### src/hdl/aop_pkg.sv
// constants and helper functions for the angle output pwm / nibble block
package aop_pkg;

   localparam int unsigned CLK_HZ          = 100_000_000;
   localparam int unsigned CLK_MHZ         = CLK_HZ / 1_000_000;

   // register byte offsets
   localparam logic [7:0] OFS_CTRL    = 8'h00;
   localparam logic [7:0] OFS_PERIOD  = 8'h04;
   localparam logic [7:0] OFS_DATA_DC = 8'h08;
   localparam logic [7:0] OFS_DIAG_DC = 8'h0c;
   localparam logic [7:0] OFS_STATUS  = 8'h10;

   // control register fields
   localparam int unsigned CTRL_MODE     = 0;
   localparam int unsigned CTRL_FALL     = 1;
   localparam int unsigned CTRL_RC_EN    = 2;
   localparam int unsigned CTRL_SSM_EN   = 3;
   localparam int unsigned CTRL_VAR_TRIG = 4;
   localparam int unsigned CTRL_UT_LSB   = 5;
   localparam int unsigned CTRL_NLOW5    = 7;
   localparam int unsigned CTRL_ADDR_LSB = 8;
   localparam int unsigned CTRL_W        = 10;
   localparam logic [CTRL_W-1:0] CTRL_RST = 10'h004;

   // duty registers: low field at bit 0, high field at bit 16
   localparam int unsigned DC_W       = 13;
   localparam int unsigned DC_HI_LSB  = 16;
   localparam logic [DC_W-1:0] DATA_MIN_RST  = 13'h0200;
   localparam logic [DC_W-1:0] DATA_SPAN_RST = 13'h0c00;
   localparam logic [DC_W-1:0] DIAG_LO_RST   = 13'h00cd;
   localparam logic [DC_W-1:0] DIAG_HI_RST   = 13'h0f33;

   // pwm period in clock cycles
   localparam int unsigned PER_W            = 20;
   localparam int unsigned PWM_FREQ_RST_HZ  = 1000;
   localparam int unsigned PWM_PER_RST      = CLK_HZ / PWM_FREQ_RST_HZ;

   // unit time, counted in half units so x.5 windows stay exact
   localparam int unsigned UT_BASE_NS = 1500;
   localparam int unsigned UT_STEP_NS = 500;
   localparam logic [8:0] HALF_BASE_CYC = 9'(UT_BASE_NS * CLK_MHZ / 2000);
   localparam logic [8:0] HALF_STEP_CYC = 9'(UT_STEP_NS * CLK_MHZ / 2000);

   // frame lengths in unit times
   localparam logic [7:0] SYNC_UT     = 8'h38;
   localparam logic [7:0] NIB_BASE_UT = 8'h0c;
   localparam logic [7:0] END_UT      = 8'h0c;
   localparam logic [7:0] TRIG_CONST_UT = 8'h5a;
   localparam logic [7:0] TRIG_TAIL_UT  = 8'h0c;
   localparam logic [7:0] NLOW3_UT    = 8'h03;
   localparam logic [7:0] NLOW5_UT    = 8'h05;

   // trigger low windows per address, in half unit times
   localparam logic [7:0] WIN0_LO = 8'h12;
   localparam logic [7:0] WIN0_HI = 8'h18;
   localparam logic [7:0] WIN1_LO = 8'h26;
   localparam logic [7:0] WIN1_HI = 8'h2e;
   localparam logic [7:0] WIN2_LO = 8'h47;
   localparam logic [7:0] WIN2_HI = 8'h51;
   localparam logic [7:0] WIN3_LO = 8'h7b;
   localparam logic [7:0] WIN3_HI = 8'h87;

   localparam logic [3:0] CRC_SEED = 4'h5;
   localparam logic [3:0] CRC_POLY = 4'hd;

   // one nibble into the 4-bit checksum, msb first
   function automatic logic [3:0] aop_crc_nib(input logic [3:0] crc,
                                              input logic [3:0] nib);
      logic [3:0] c;
      logic       fb;
      c = crc;
      for (int i = 3; i >= 0; i--)
      begin
         fb = c[3] ^ nib[i];
         c  = {c[2:0], 1'b0};
         if (fb)
            c = c ^ CRC_POLY;
      end
      return c;
   endfunction

endpackage

### src/hdl/aop_top.sv
// angle output: duty cycle pwm and triggered nibble frames, apb registers
//
// Summary of operation
// RQ1: pwm duty rises with angle, zero smallest
// RQ2: frequency, data range, diag levels all configurable
// RQ3: full 12-bit angle spans configured data range
// RQ4: fault outputs low diagnostic duty cycle
// RQ5: self-test fail or reset outputs high diagnostic
// RQ6: angle duty never leaves data range
// RQ7: configurer keeps diagnostic levels outside data range
// RQ8: period starts with programmable rising or falling
// RQ9: frequency within five percent; receiver measures period
// RQ10: nibble frames sent only after trigger pulse
// RQ11: nibble value is falling-edge interval 12-27
// RQ12: sync, status, data, counter, crc, end
// RQ13: rolling counter nibble only when enabled
// RQ14: unit time 1.5 to 3.0 us selectable
// RQ15: crc covers status and data nibbles
// RQ16: error bit set while present, once minimum
// RQ17: status bits 0,1 message or address
// RQ18: status bit 2 warning, bit 3 error
// RQ19: answer only triggers matching own address
// RQ20: trigger length constant 90 or low+12
// RQ21: integrator copies strap address into bus address
// RQ22: programming address read from two strap pins
// RQ23: trigger low time windows encode the address
// RQ24: rolling counter increments per frame, wraps
// RQ25: nibble mode releases line, open drain
// RQ26: high time is min plus angle*span/4096
//
// Our own choices: the register addresses and the APB slave port.
`timescale 1ns/1ps

module aop_top
   import aop_pkg::*;
#(
   parameter int unsigned PWM_PER_DEF = aop_pkg::PWM_PER_RST
)
(
   input  wire logic        pclk,
   input  wire logic        presetn,
   input  wire logic        psel,
   input  wire logic        penable,
   input  wire logic        pwrite,
   input  wire logic [7:0]  paddr,
   input  wire logic [31:0] pwdata,
   output logic [31:0]      prdata,
   output logic             pready,
   output logic             pslverr,
   input  wire logic [11:0] angle_code,
   input  wire logic        fault_warn,
   input  wire logic        selftest_fail,
   input  wire logic        ssm_data,
   input  wire logic        ssm_start,
   input  wire logic        address_strap_a,
   input  wire logic        address_strap_b,
   input  wire logic        line_in,
   output logic             line_out,
   output logic             line_oe
);
   import aop_pkg::*;

   typedef enum logic [1:0] {
      ST_IDLE,
      ST_TRIG_LOW,
      ST_TRIG_WAIT,
      ST_SEND
   } aop_state_e;

   typedef struct packed {
      logic [CTRL_W-1:0] ctrl;
      logic [PER_W-1:0]  period;
      logic [DC_W-1:0]   data_min;
      logic [DC_W-1:0]   data_span;
      logic [DC_W-1:0]   diag_lo;
      logic [DC_W-1:0]   diag_hi;
      logic [31:0]       prdata;
      logic              pready;
      logic              pslverr;
      logic [PER_W-1:0]  pwm_cnt;
      logic [PER_W-1:0]  pwm_high;
      logic              line_out;
      logic              line_oe;
      logic              line_prev;
      logic [1:0]        strap_addr;
      logic              strap_done;
      logic              reset_ind;
      logic              warn_hold;
      logic              err_hold;
      logic [3:0]        roll_cnt;
      logic [3:0]        last_status;
      aop_state_e        state;
      logic [8:0]        cyc_cnt;
      logic [7:0]        half_cnt;
      logic [7:0]        trig_target;
      logic [2:0]        slot;
      logic [23:0]       frame;
   } aop_regs_s;

   aop_regs_s s_ff;
   aop_regs_s nxt_s;

   // trigger low time (half units) against one address window
   function automatic logic addr_match(input logic [1:0] addr,
                                       input logic [7:0] h);
      logic m;
      case (addr)
         2'd0:    m = (h >= WIN0_LO) && (h <= WIN0_HI);
         2'd1:    m = (h >= WIN1_LO) && (h <= WIN1_HI);
         2'd2:    m = (h >= WIN2_LO) && (h <= WIN2_HI);
         default: m = (h >= WIN3_LO) && (h <= WIN3_HI);
      endcase
      return m;
   endfunction

   // high time in clock cycles for a duty in 1/4096 of the period
   function automatic logic [PER_W-1:0] duty_cycles(
      input logic [PER_W-1:0] per,
      input logic [DC_W-1:0]  dc);
      logic [PER_W+DC_W-1:0] prod;
      prod = per * dc;
      return prod[PER_W+11:12];
   endfunction

   logic [3:0]        slot_nib;
   logic [7:0]        slot_len;
   logic [7:0]        nlow_ut;
   logic [8:0]        half_ut;
   logic              half_tick;
   logic              line_fall;
   logic              line_rise;
   logic [DC_W-1:0]   data_dc;
   logic [DC_W-1:0]   sel_dc;
   logic [DC_W+11:0]  ang_prod;
   logic [3:0]        status_nib;
   logic [3:0]        crc;
   logic [1:0]        bus_addr;

   always_comb
   begin
      nxt_s = s_ff;
      bus_addr = s_ff.ctrl[CTRL_ADDR_LSB +: 2];
      nlow_ut = s_ff.ctrl[CTRL_NLOW5] ? NLOW5_UT : NLOW3_UT;
      // unit time grows in 0.5 us steps from 1.5 us
      half_ut = HALF_BASE_CYC
              + 9'(s_ff.ctrl[CTRL_UT_LSB +: 2] * HALF_STEP_CYC); // see RQ14
      half_tick = (s_ff.cyc_cnt + 9'd1) >= half_ut;
      line_fall = s_ff.line_prev && !line_in;
      line_rise = !s_ff.line_prev && line_in;

      // apb: ready in the access phase, so no wait states
      nxt_s.pready  = 1'b0;
      nxt_s.pslverr = 1'b0;
      if (psel && !penable)
      begin
         nxt_s.pready = 1'b1;
         nxt_s.prdata = 32'h0000_0000;
         case (paddr)
            OFS_CTRL:    nxt_s.prdata = 32'(s_ff.ctrl);
            OFS_PERIOD:  nxt_s.prdata = 32'(s_ff.period);
            OFS_DATA_DC: nxt_s.prdata = {3'b000, s_ff.data_span,
                                         3'b000, s_ff.data_min};
            OFS_DIAG_DC: nxt_s.prdata = {3'b000, s_ff.diag_hi,
                                         3'b000, s_ff.diag_lo};
            OFS_STATUS:  nxt_s.prdata = {20'h0_0000, s_ff.last_status,
                                         s_ff.roll_cnt, s_ff.reset_ind,
                                         s_ff.state != ST_IDLE,
                                         s_ff.strap_addr};
            default:     nxt_s.pslverr = 1'b1;
         endcase
      end
      // configuration choices are trusted to keep diag apart from data
      if (psel && penable && s_ff.pready && pwrite)
      begin
         case (paddr)
            OFS_CTRL:   nxt_s.ctrl = pwdata[CTRL_W-1:0];
            OFS_PERIOD: nxt_s.period = pwdata[PER_W-1:0]; // see RQ2
            OFS_DATA_DC:
            begin
               nxt_s.data_min  = pwdata[DC_W-1:0]; // see RQ3
               nxt_s.data_span = pwdata[DC_HI_LSB +: DC_W];
            end
            OFS_DIAG_DC:
            begin
               nxt_s.diag_lo = pwdata[DC_W-1:0]; // see RQ7
               nxt_s.diag_hi = pwdata[DC_HI_LSB +: DC_W];
            end
            default:
            begin
            end
         endcase
      end

      // straps sampled once, the first clock after reset release
      if (!s_ff.strap_done)
      begin
         nxt_s.strap_addr = {address_strap_b, address_strap_a}; // see RQ22
         nxt_s.strap_done = 1'b1;
      end

      // sticky copies keep a transient error alive until it is sent
      status_nib = {s_ff.err_hold | selftest_fail | s_ff.reset_ind,
                    s_ff.warn_hold | fault_warn,
                    s_ff.ctrl[CTRL_SSM_EN] ? {ssm_start, ssm_data}
                                           : bus_addr}; // see RQ17
      crc = CRC_SEED;
      crc = aop_crc_nib(crc, status_nib);
      for (int k = 2; k >= 0; k--)
         crc = aop_crc_nib(crc, angle_code[k*4 +: 4]);
      crc = aop_crc_nib(crc, 4'h0); // see RQ15

      // pwm duty selection, diagnostics override data
      ang_prod = angle_code * s_ff.data_span;
      data_dc = s_ff.data_min + ang_prod[DC_W+11:12]; // see RQ26
      if (selftest_fail || s_ff.reset_ind)
         sel_dc = s_ff.diag_hi; // see RQ5
      else if (fault_warn || s_ff.warn_hold)
         sel_dc = s_ff.diag_lo; // see RQ4
      else
         sel_dc = data_dc; // see RQ1

      case (s_ff.slot)
         3'd1:    slot_nib = s_ff.frame[23:20];
         3'd2:    slot_nib = s_ff.frame[19:16];
         3'd3:    slot_nib = s_ff.frame[15:12];
         3'd4:    slot_nib = s_ff.frame[11:8];
         3'd5:    slot_nib = s_ff.frame[7:4];
         default: slot_nib = s_ff.frame[3:0];
      endcase
      case (s_ff.slot)
         3'd0:    slot_len = SYNC_UT;
         3'd7:    slot_len = END_UT;
         default: slot_len = NIB_BASE_UT + 8'(slot_nib); // see RQ11
      endcase

      nxt_s.line_prev = line_in;
      nxt_s.warn_hold = s_ff.warn_hold | fault_warn;
      nxt_s.err_hold  = s_ff.err_hold | selftest_fail;
      nxt_s.line_out  = 1'b0;

      if (!s_ff.ctrl[CTRL_MODE])
      begin
         // pwm: push-pull, new high time taken once per period
         nxt_s.state   = ST_IDLE;
         nxt_s.line_oe = 1'b1;
         if (s_ff.pwm_cnt + 20'd1 >= s_ff.period)
         begin
            nxt_s.pwm_cnt  = '0;
            nxt_s.pwm_high = duty_cycles(s_ff.period, sel_dc); // see RQ6
            // fault flags consumed by the period that showed them
            nxt_s.reset_ind = 1'b0;
            nxt_s.warn_hold = fault_warn;
            nxt_s.err_hold  = selftest_fail;
         end
         else
            nxt_s.pwm_cnt = s_ff.pwm_cnt + 20'd1;
         // falling start: low first, high time at the period's end
         if (s_ff.ctrl[CTRL_FALL])
            nxt_s.line_out = nxt_s.pwm_cnt >= s_ff.period - nxt_s.pwm_high;
         else
            nxt_s.line_out = nxt_s.pwm_cnt < nxt_s.pwm_high; // see RQ8
      end
      else
      begin
         // nibble mode: only ever pull low, otherwise release
         nxt_s.line_oe = 1'b0; // see RQ25
         nxt_s.cyc_cnt = half_tick ? 9'd0 : s_ff.cyc_cnt + 9'd1;
         case (s_ff.state)
            ST_IDLE:
            begin
               if (line_fall) // see RQ10
               begin
                  nxt_s.state    = ST_TRIG_LOW;
                  nxt_s.half_cnt = '0;
                  nxt_s.cyc_cnt  = '0;
               end
            end
            ST_TRIG_LOW:
            begin
               if (half_tick && s_ff.half_cnt != 8'hff)
                  nxt_s.half_cnt = s_ff.half_cnt + 8'd1;
               if (line_rise)
               begin
                  if (addr_match(bus_addr, s_ff.half_cnt)) // see RQ19
                  begin
                     nxt_s.state = ST_TRIG_WAIT;
                     nxt_s.trig_target = s_ff.ctrl[CTRL_VAR_TRIG]
                        ? s_ff.half_cnt + {TRIG_TAIL_UT[6:0], 1'b0}
                        : {TRIG_CONST_UT[6:0], 1'b0}; // see RQ20
                  end
                  else
                     nxt_s.state = ST_IDLE; // see RQ23
               end
            end
            ST_TRIG_WAIT:
            begin
               if (half_tick)
                  nxt_s.half_cnt = s_ff.half_cnt + 8'd1;
               if (s_ff.half_cnt >= s_ff.trig_target)
               begin
                  nxt_s.state    = ST_SEND;
                  nxt_s.slot     = '0;
                  nxt_s.half_cnt = '0;
                  nxt_s.cyc_cnt  = '0;
                  nxt_s.frame    = {status_nib, angle_code,
                                    s_ff.roll_cnt, crc}; // see RQ12
                  nxt_s.last_status = status_nib; // see RQ18
                  nxt_s.reset_ind = 1'b0;
                  // set wins: an event this cycle stays held
                  nxt_s.warn_hold = fault_warn; // see RQ16
                  nxt_s.err_hold  = selftest_fail;
               end
            end
            ST_SEND:
            begin
               nxt_s.line_oe = s_ff.half_cnt < {nlow_ut[6:0], 1'b0};
               if (half_tick)
               begin
                  if (s_ff.half_cnt + 8'd1 >= {slot_len[6:0], 1'b0})
                  begin
                     nxt_s.half_cnt = '0;
                     if (s_ff.slot == 3'd7)
                     begin
                        nxt_s.state    = ST_IDLE;
                        nxt_s.roll_cnt = s_ff.roll_cnt + 4'd1; // see RQ24
                     end
                     else if (s_ff.slot == 3'd4 && !s_ff.ctrl[CTRL_RC_EN])
                        nxt_s.slot = 3'd6; // see RQ13
                     else
                        nxt_s.slot = s_ff.slot + 3'd1;
                  end
                  else
                     nxt_s.half_cnt = s_ff.half_cnt + 8'd1;
               end
            end
            default: nxt_s.state = ST_IDLE;
         endcase
      end
   end

   always_ff @(posedge pclk or negedge presetn)
   begin
      if (!presetn)
      begin
         s_ff             <= '0;
         s_ff.ctrl        <= CTRL_RST;
         s_ff.period      <= PER_W'(PWM_PER_DEF);
         s_ff.data_min    <= DATA_MIN_RST;
         s_ff.data_span   <= DATA_SPAN_RST;
         s_ff.diag_lo     <= DIAG_LO_RST;
         s_ff.diag_hi     <= DIAG_HI_RST;
         s_ff.line_prev   <= 1'b1;
         s_ff.reset_ind   <= 1'b1;
         s_ff.state       <= ST_IDLE;
      end
      else
         s_ff <= nxt_s;
   end

   assign prdata   = s_ff.prdata;
   assign pready   = s_ff.pready;
   assign pslverr  = s_ff.pslverr;
   assign line_out = s_ff.line_out;
   assign line_oe  = s_ff.line_oe;

endmodule

### config.mk
export PLATFORM = sky130hd
export DESIGN_NAME = aop_top
export DESIGN_NICKNAME = d
export VERILOG_FILES = /design/src/hdl/aop_pkg.sv /design/src/hdl/aop_top.sv
export SDC_FILE = /design/constraint.sdc
export NUM_CORES = 1
export LEC_CHECK = 0
export ABC_AREA = 1
export BUFFER_PORTS_ARGS = -buffer_cell sky130_fd_sc_hd__buf_2
export CAP_MARGIN = 10
export CELL_PAD_IN_SITES_DETAIL_PLACEMENT = 1
export CELL_PAD_IN_SITES_GLOBAL_PLACEMENT = 2
export CORE_MARGIN = 4
export CORE_UTILIZATION = 30
export CTS_CLUSTER_DIAMETER = 80
export DETAILED_ROUTE_END_ITERATION = 12
export PLACE_DENSITY_LB_ADDON = 0.05
export REMOVE_ABC_BUFFERS = 1
export SYNTH_ARGS = -nofsm -noshare
export SYNTH_HDL_FRONTEND = slang
export SYNTH_SLANG_ARGS = --single-unit
### constraint.sdc
create_clock -name pclk -period 40.7 [get_ports pclk]
set_input_delay 4.07 -clock pclk [delete_from_list [all_inputs] [get_ports pclk]]
set_output_delay 4.07 -clock pclk [all_outputs]
set_load 0.02 [all_outputs]
==> run_results.csv, run 1 <==
group,metric,value,unit
status,status,"finished clean",
cts,numCtsBuffers,36,
cts,cts.path.max_buffers,3,
critical_path,critical_path.n_buffers_inverters,13,
route,drt-total-wl,100.1,mm
critical_path,worst_path_top_cell_family_by_delay,"adder cells",
logic_synthesis,flip_flop_cell_with_the_highest_count_after_synthesis,"sky130_fd_sc_hd__dfrtp_1",
floorplanning,initial_utilization,0.3026,
critical_path,critPathArrivalTime,20.13,ns
route,postRouteAntennaNets,0,
cts,cts_setup_buffers,0,
pwr,pwr_density_cell,23.87,nW/um^2
cells_and_area,final_net_count,4300,
sta,clock_skew,0.02700,ns
critical_path,critical-path-slowest-cell,"sky130_fd_sc_hd__o31ai_1",
sta,maximum_clock_frequency,50.75,MHz
global_route,vias_in_the_first_global_route,25870,
logic_synthesis,gate_count_post_synth,3660,
sta,setup_viol,0,
critical_path,timing.critical_path.to_type,"flop",
route,routed_via_density,4.847,
pwr,power.static_leakage,15.99,nW
cts,cts_num_sinks,220,
critical_path,timing_worst_setup_path_type,"in2reg",
sta,final.setup.tns,0,ns
route,dr.first_iter.drc_count,1409,
global_route,wire_length_of_the_first_global_routing_pass,157.1,mm
placement,dpl.hpwl,80.44,mm
cts,ctsResizeCount,0,
route,avgRoutedWirePerCell,20.48,um
critical_path,crit_top_cell,"sky130_fd_sc_hd__nand2_1",
floorplanning,die_y,312.1,um
logic_synthesis,synth.avg_cell_area,7.578,sq um
sta,maxSlewViolCount,0,
floorplanning,die_width,312.1,um
critical_path,r2r-end,"line_out$_DFF_PN0_",
cts,cts_hold_repair.buffers,0,
critical_path,timing.reg2reg.worst_path_depth,73,
floorplanning,io_pins,100,
sta,max_slew_margin,0.2660,
logic_synthesis,netlist_top_cells_area,"sky130_fd_sc_hd__fa_1 22%, sky130_fd_sc_hd__dfrtp_1 18%, sky130_fd_sc_hd__nand2_1 12%",
hold_path,holdCritStartpoint,"s_ff[11]$_DFFE_PN0P_",
critical_path,reg2reg_slack,24.07,ns
cts,clockRootBuffer,"sky130_fd_sc_hd__clkbuf_16",
critical_path,regToRegStartpoint,"s_ff[172]$_DFFE_PN0P_",
cts,clk-insertion-delay-late,0.57,ns
logic_synthesis,synth_cell_type_count,59,
global_route,globalRouteTotalUtil,0.2092,
global_route,grt.overflow.total,0,
global_route,number_of_antenna_violations_at_the_first_check_in_global_routing,7,
cells_and_area,fillerInstances,11200,
logic_synthesis,synth_top_area_frac,0.2216,
sta,period_needed,19.70,ns
job,cap_viol_max_count,0,
hold_path,timing.hold.worst_path_depth,2,
cells_and_area,drive_above_1_share,0.07050,
logic_synthesis,synth_enable_flop_cells,0,
route,drtPass1Iterations,5,
hold_path,hp-class,"reg2reg",
logic_synthesis,ys_warn_count,0,
cts,tritoncts,"built",
logic_synthesis,share_of_the_yosys_chip_area_belonging_to_registers,0.1996,
cells_and_area,post_layout_nonfiller_instances,4889,
floorplanning,design.core.area,91660,sq um
logic_synthesis,synth.cells.most_frequent,"902 x sky130_fd_sc_hd__nand2_1, 737 x sky130_fd_sc_hd__inv_1, 307 x sky130_fd_sc_hd__fa_1, 260 x sky130_fd_sc_hd__o21ai_0, 255 x sky130_fd_sc_hd__ha_1",
global_route,grt_start_max_net_pins,62,
logic_synthesis,syn-cell-area,27730,sq um
critical_path,timing.critical_path.from_type,"input pin",
cells_and_area,multi_input_comb_area,18660,sq um
logic_synthesis,synth_top_cell_by_area,"sky130_fd_sc_hd__fa_1",
critical_path,cp_data_required_time,41.13,ns
route,route.vias.total,23700,
hold_path,hold-path-endpoint,"s_ff[11]$_DFFE_PN0P_",
critical_path,crit_fanout,16,
cells_and_area,synthToLayoutAreaGrowth,9.988,%
logic_synthesis,yosys.cell_count.top_type,"sky130_fd_sc_hd__nand2_1",
logic_synthesis,synth_seq_cells,220,
floorplanning,dieArea,97380,sq um
placement,place.detailed.instances,4822,
cells_and_area,ff_latch_area,5537,sq um
critical_path,critPathMaxStageDelay,0.86,ns
logic_synthesis,synth-async-reset-ratio,1.000,
pwr,worst_ir_drop_vdd,0.00002318,V
route,detail_route.drc_violations,0,
placement,gp_congestion,0.8318,
sta,timing_worst_slew_pin_value,1.092,ns
sta,period_utilization,0.4841,
placement,placement.io_buffers,93,
cts,htree_levels,2,
sta,rsz0062_at_grt,"false",
sta,final_hold_viol_count,0,
cts,clkSlewWorstSetupHoldPaths,0.05,ns
floorplanning,placementRows,111,
==> cells by family (layout without fill, tap and decap cells) <==
kind of cell	after synthesis	count (layout)	synth area share
AOI/OAI and AO/OA	498	498	0.09984
adders and majority gates	562	562	0.3366
xor gates and xnor gates	96	96	0.03402
and+or+nand+nor	1372	1372	0.2011
other	2	5	0.0002708
DFF	220	220	0.1996
muxes	1	1	0.0003609
buffers and inverters	909	949	0.1281
==> metal layers <==
metal / up-vias / global-route usage / wire (um)
met5: - / 0 / 14
met4: 2 / 0.03655 / 1723
met1: 11990 / 0.3155 / 51250
li1: 11260 / - / -
met2: 363 / 0.3236 / 43110
met3: 79 / 0.02692 / 4008
==> area by class of cell <==
type                       instances  area share
inverter                         759     0.09340
timing repair buffer             124     0.02322
sequential                       220      0.1815
clock inverter                    14    0.006194
clock buffer                      52     0.03511
tap                             1186     0.04865
multi-input combinational       2533      0.6119
antenna                            1  0.00008203
==> worst min-delay path: stages, from the launching register on <==
cell and delay [ns]:
sky130_fd_sc_hd__dfrtp_1 0.34, sky130_fd_sc_hd__nand2_1 0.05, sky130_fd_sc_hd__nand2_1 0.05
==> power breakdown <==
group | internal (mW) | switching [mW] | leakage (nW)
registers | 0.225 | 0.00643 | 2.60
clock network | 0.204 | 0.126 | 0.622
logic | 0.0579 | 0.109 | 12.8
total | 0.487 | 0.241 | 16.0
==> registers in the layout (all words and copies together), names as in the netlist <==
name,cells
s_ff,185
line_out,1
prdata,29
line_oe,1
bus_addr,2
pready,1
pslverr,1
==> cells in the final DEF, fill, tap and decap left out, types with 13 or more instances in the layout <==
cell type and count:
sky130_fd_sc_hd__dfrtp_1 195, sky130_fd_sc_hd__clkbuf_16 36, sky130_fd_sc_hd__xor2_1 64, sky130_fd_sc_hd__a21oi_1 130
sky130_fd_sc_hd__dfstp_2 25, sky130_fd_sc_hd__nand2_2 13, sky130_fd_sc_hd__nor3_1 27, sky130_fd_sc_hd__fa_1 307
sky130_fd_sc_hd__nand3_1 109, sky130_fd_sc_hd__nor2_1 246, sky130_fd_sc_hd__buf_4 31, sky130_fd_sc_hd__xnor2_1 23
sky130_fd_sc_hd__nand2_1 900, sky130_fd_sc_hd__buf_2 92, sky130_fd_sc_hd__inv_1 737, sky130_fd_sc_hd__a31oi_1 13
sky130_fd_sc_hd__ha_1 255, sky130_fd_sc_hd__a211oi_1 16, sky130_fd_sc_hd__nand4_1 32, sky130_fd_sc_hd__clkinv_1 18
sky130_fd_sc_hd__o21ai_0 254
==> through the flow <==
stage / hold slack [ns] / cell area (sq um) / worst slack (ns) / utilization / total power [mW]
5_1_grt: 0.5044 / 30500 / 19.80 / 0.3328 / 0.7776
4_1_cts: 0.4799 / 30500 / 21.08 / 0.3328 / 0.7432
3_5_place_dp: 0.4660 / 29240 / 20.51 / 0.3190 / 0.4043
2_1_floorplan: 0.4416 / 27040 / 23.62 / - / 0.3455
6_report: 0.4720 / 30500 / 21.00 / 0.3328 / 0.7281
3_3_place_gp: 0.4593 / 29240 / 20.62 / 0.3190 / 0.3991
==> worst max-delay path by stage <==
stage,start,to,slack (ns),cells past startpoint
floorplan,angle_code[8],line_out$_DFF_PN0_,23.62,78
global placement,angle_code[10],line_out$_DFF_PN0_,20.62,74
detailed placement,angle_code[10],line_out$_DFF_PN0_,20.51,74
CTS,angle_code[10],line_out$_DFF_PN0_,21.08,74
global route,angle_code[10],line_out$_DFF_PN0_,19.80,74
finish,angle_code[10],line_out$_DFF_PN0_,21.00,74
(Power assumes the default switching activity.)
==> inputs of run 2 (changes only) <==
==> constraint.sdc (replaced) <==
create_clock -name pclk -period 16 [get_ports pclk]
set_input_delay 1.6 -clock pclk [delete_from_list [all_inputs] [get_ports pclk]]
set_output_delay 1.6 -clock pclk [all_outputs]
set_load 0.02 [all_outputs]
==> run_results.csv, run 2 (synthesis gave the netlist of run 1 again) <==
group,metric,value,unit
sta,maximum_clock_frequency,66.18,MHz
cts,cts_num_sinks,220,
pwr,power_frac_seq,0.318,
cells_and_area,finalInstanceArea,31410,sq um
critical_path,crit_fanout,8,
floorplanning,io_pins,100,
cells_and_area,mostFrequentLayoutCell,"sky130_fd_sc_hd__nand2_1",
sta,setup_viol,0,
pwr,post-layout-total-power,1.853,mW
global_route,globalRouteTotalUtil,0.2094,
route,drt-total-wl,100.7,mm
route,dr.first_iter.drc_count,1246,
sta,final.setup.tns,0,ns
cells_and_area,diodes,0,
critical_path,timing.critical_path.from_type,"input pin",
critical_path,critical-path-slowest-cell,"sky130_fd_sc_hd__fa_1",
critical_path,timing_worst_setup_path_type,"in2reg",
cts,clkSlewWorstSetupHoldPaths,0.06,ns
floorplanning,design.core.area,91660,sq um
floorplanning,die_width,312.1,um
job,cap_viol_max_count,0,
sta,maxSlewViolCount,0,
pwr,power.static_leakage,16.53,nW
route,routed_via_density,4.809,
critical_path,critPathArrivalTime,15.61,ns
pwr,sw_ratio,0.3457,
cts,tritoncts,"built",
cts,clockRootBuffer,"sky130_fd_sc_hd__clkbuf_16",
placement,placement.io_buffers,93,
hold_path,hp-class,"reg2reg",
placement,placement.cell_area,29990,sq um
global_route,grt_start_max_net_pins,114,
floorplanning,die_y,312.1,um
pwr,p_sw,0.6405,mW
global_route,vias_in_the_first_global_route,26080,
route,avgRoutedWirePerCell,20.18,um
sta,period_needed,15.11,ns
sta,final_hold_viol_count,0,
cts,clk-insertion-delay-late,0.58,ns
cells_and_area,leading_cell_types_in_the_layout_fill_and_taps_excluded,"897 x sky130_fd_sc_hd__nand2_1, 734 x sky130_fd_sc_hd__inv_1, 307 x sky130_fd_sc_hd__fa_1, 255 x sky130_fd_sc_hd__ha_1, 242 x sky130_fd_sc_hd__nor2_1",
floorplanning,dieArea,97380,sq um
sta,finalWorstSetupSlack,0.8889,ns
floorplanning,placementRows,111,
route,detail_route.drc_violations,0,
global_route,wire_length_of_the_first_global_routing_pass,157.7,mm
cells_and_area,drive_above_1_share,0.1059,
pwr,p_int,1.212,mW
cells_and_area,final_net_count,4404,
placement,gp_congestion,0.8658,
sta,max_slew_margin,0.3185,
placement,worst_setup_timing_slack_at_the_placement_stage,-0.1961,ns
cells_and_area,top_register,"s_ff",
sta,hold_slack,0.4774,ns
floorplanning,initial_utilization,0.3026,
pwr,pwr_density_cell,58.98,nW/um^2
status,status,"finished clean",
critical_path,crit_top_cell,"sky130_fd_sc_hd__nand2_1",
sta,period_utilization,0.9444,
pwr,worst_ir_drop_vdd,0.00005793,V
cts,cts.path.max_buffers,3,
sta,clock_skew,0.02632,ns
cells_and_area,largest_register_ffs,185,
sta,timing_worst_slew_pin_value,1.014,ns
placement,dpl.hpwl,82.24,mm
pwr,power_frac_clock,0.441,
route,route.vias.total,24000,
cts,htree_levels,2,
cells_and_area,fillerInstances,11170,
global_route,grt.overflow.total,0,
cts,numCtsBuffers,37,
route,postRouteAntennaNets,0,
route,drtPass1Iterations,4,
critical_path,cp_data_required_time,16.49,ns
cells_and_area,synthToLayoutAreaGrowth,13.26,%
critical_path,critPathMaxStageDelay,0.58,ns
critical_path,timing.critical_path.to_type,"flop",
pwr,share_comb_of_total_power,0.240,
global_route,number_of_antenna_violations_at_the_first_check_in_global_routing,2,
run 2: cell count changes in the layout (fill, tap and decap cells not counted), sizes merged:
| cell | before | now |
|---|---|---|
| buf | 124 | 227 |
| inv | 746 | 748 |
| bufinv | 3 | 2 |
| diode | 1 | 0 |
| clkinv | 23 | 27 |
| clkinvlp | 1 | 2 |
| clkbuf | 52 | 46 |
run 2: cell type report:
cell class,count,area [sq um],share of cell area
timing repair buffer,227,1514,0.04820
clock inverter,20,205.2,0.006533
tap,1186,1484,0.04724
sequential,220,5537,0.1763
multi-input combinational,2533,18820,0.5992
inverter,759,2851,0.09078
clock buffer,46,999.7,0.03183
run 2: power by group through the flow:
| stage | Clock (mW) | Sequential, mW | Combinational (mW) |
|---|---|---|---|
| 3_3_place_gp | 0 | 0.598 | 0.432 |
| 3_5_place_dp | 0 | 0.599 | 0.447 |
| 4_1_cts | 0.841 | 0.589 | 0.450 |
| 6_report | 0.818 | 0.589 | 0.445 |
| 2_1_floorplan | 0 | 0.596 | 0.283 |
| 5_1_grt | 0.868 | 0.591 | 0.516 |
run 2: per-stage QoR:
| step | util | instances |
|---|---|---|
| CTS | 0.3403 | 4984 |
| detailed placement | 0.3272 | 4918 |
| floorplan | - | 3512 |
| global route | 0.3427 | 4991 |
| finish | 0.3427 | 4991 |
| global placement | 0.3272 | 4918 |
run 2: repair_timing:
action,in CTS,in global routing
gates resized for setup,0,59
endpoints found under the hold margin,0,0
hold buffers,0,0
setup endpoints to repair,0,1
setup buffers,0,7
run 2: worst paths after layout:
kind / start / endpoint / slack, ns / cells past startpoint
min in group asynchronous: presetn / s_ff[28]$_DFFE_PN0P_ / 1.04 / 1
min: s_ff[11]$_DFFE_PN0P_ / s_ff[11]$_DFFE_PN0P_ / 0.48 / 2
max: angle_code[8] / line_out$_DFF_PN0_ / 0.89 / 76
max reg2reg: s_ff[175]$_DFFE_PN0P_ / line_out$_DFF_PN0_ / 1.36 / 74
max in group asynchronous: presetn / s_ff[192]$_DFFE_PN0P_ / 12.60 / 3
min reg2reg: s_ff[11]$_DFFE_PN0P_ / s_ff[11]$_DFFE_PN0P_ / 0.48 / 2
run 2: worst max-delay path: cells and delay by family:
family | cells | cell delay [ns]
fa+ha+maj | 15 | 6.85
compound gates | 21 | 3.16
xor+xnor | 3 | 0.53
simple gates | 24 | 2.05
buf+inv | 13 | 1.39
run 2: layer usage:
metal	up-vias	GRT usage	wire length (um)
met1	12090	0.3140	51410
met3	74	0.03010	4530
met4	0	0.03876	1713
met5	-	0	0
met2	362	0.3227	43050
li1	11470	-	-
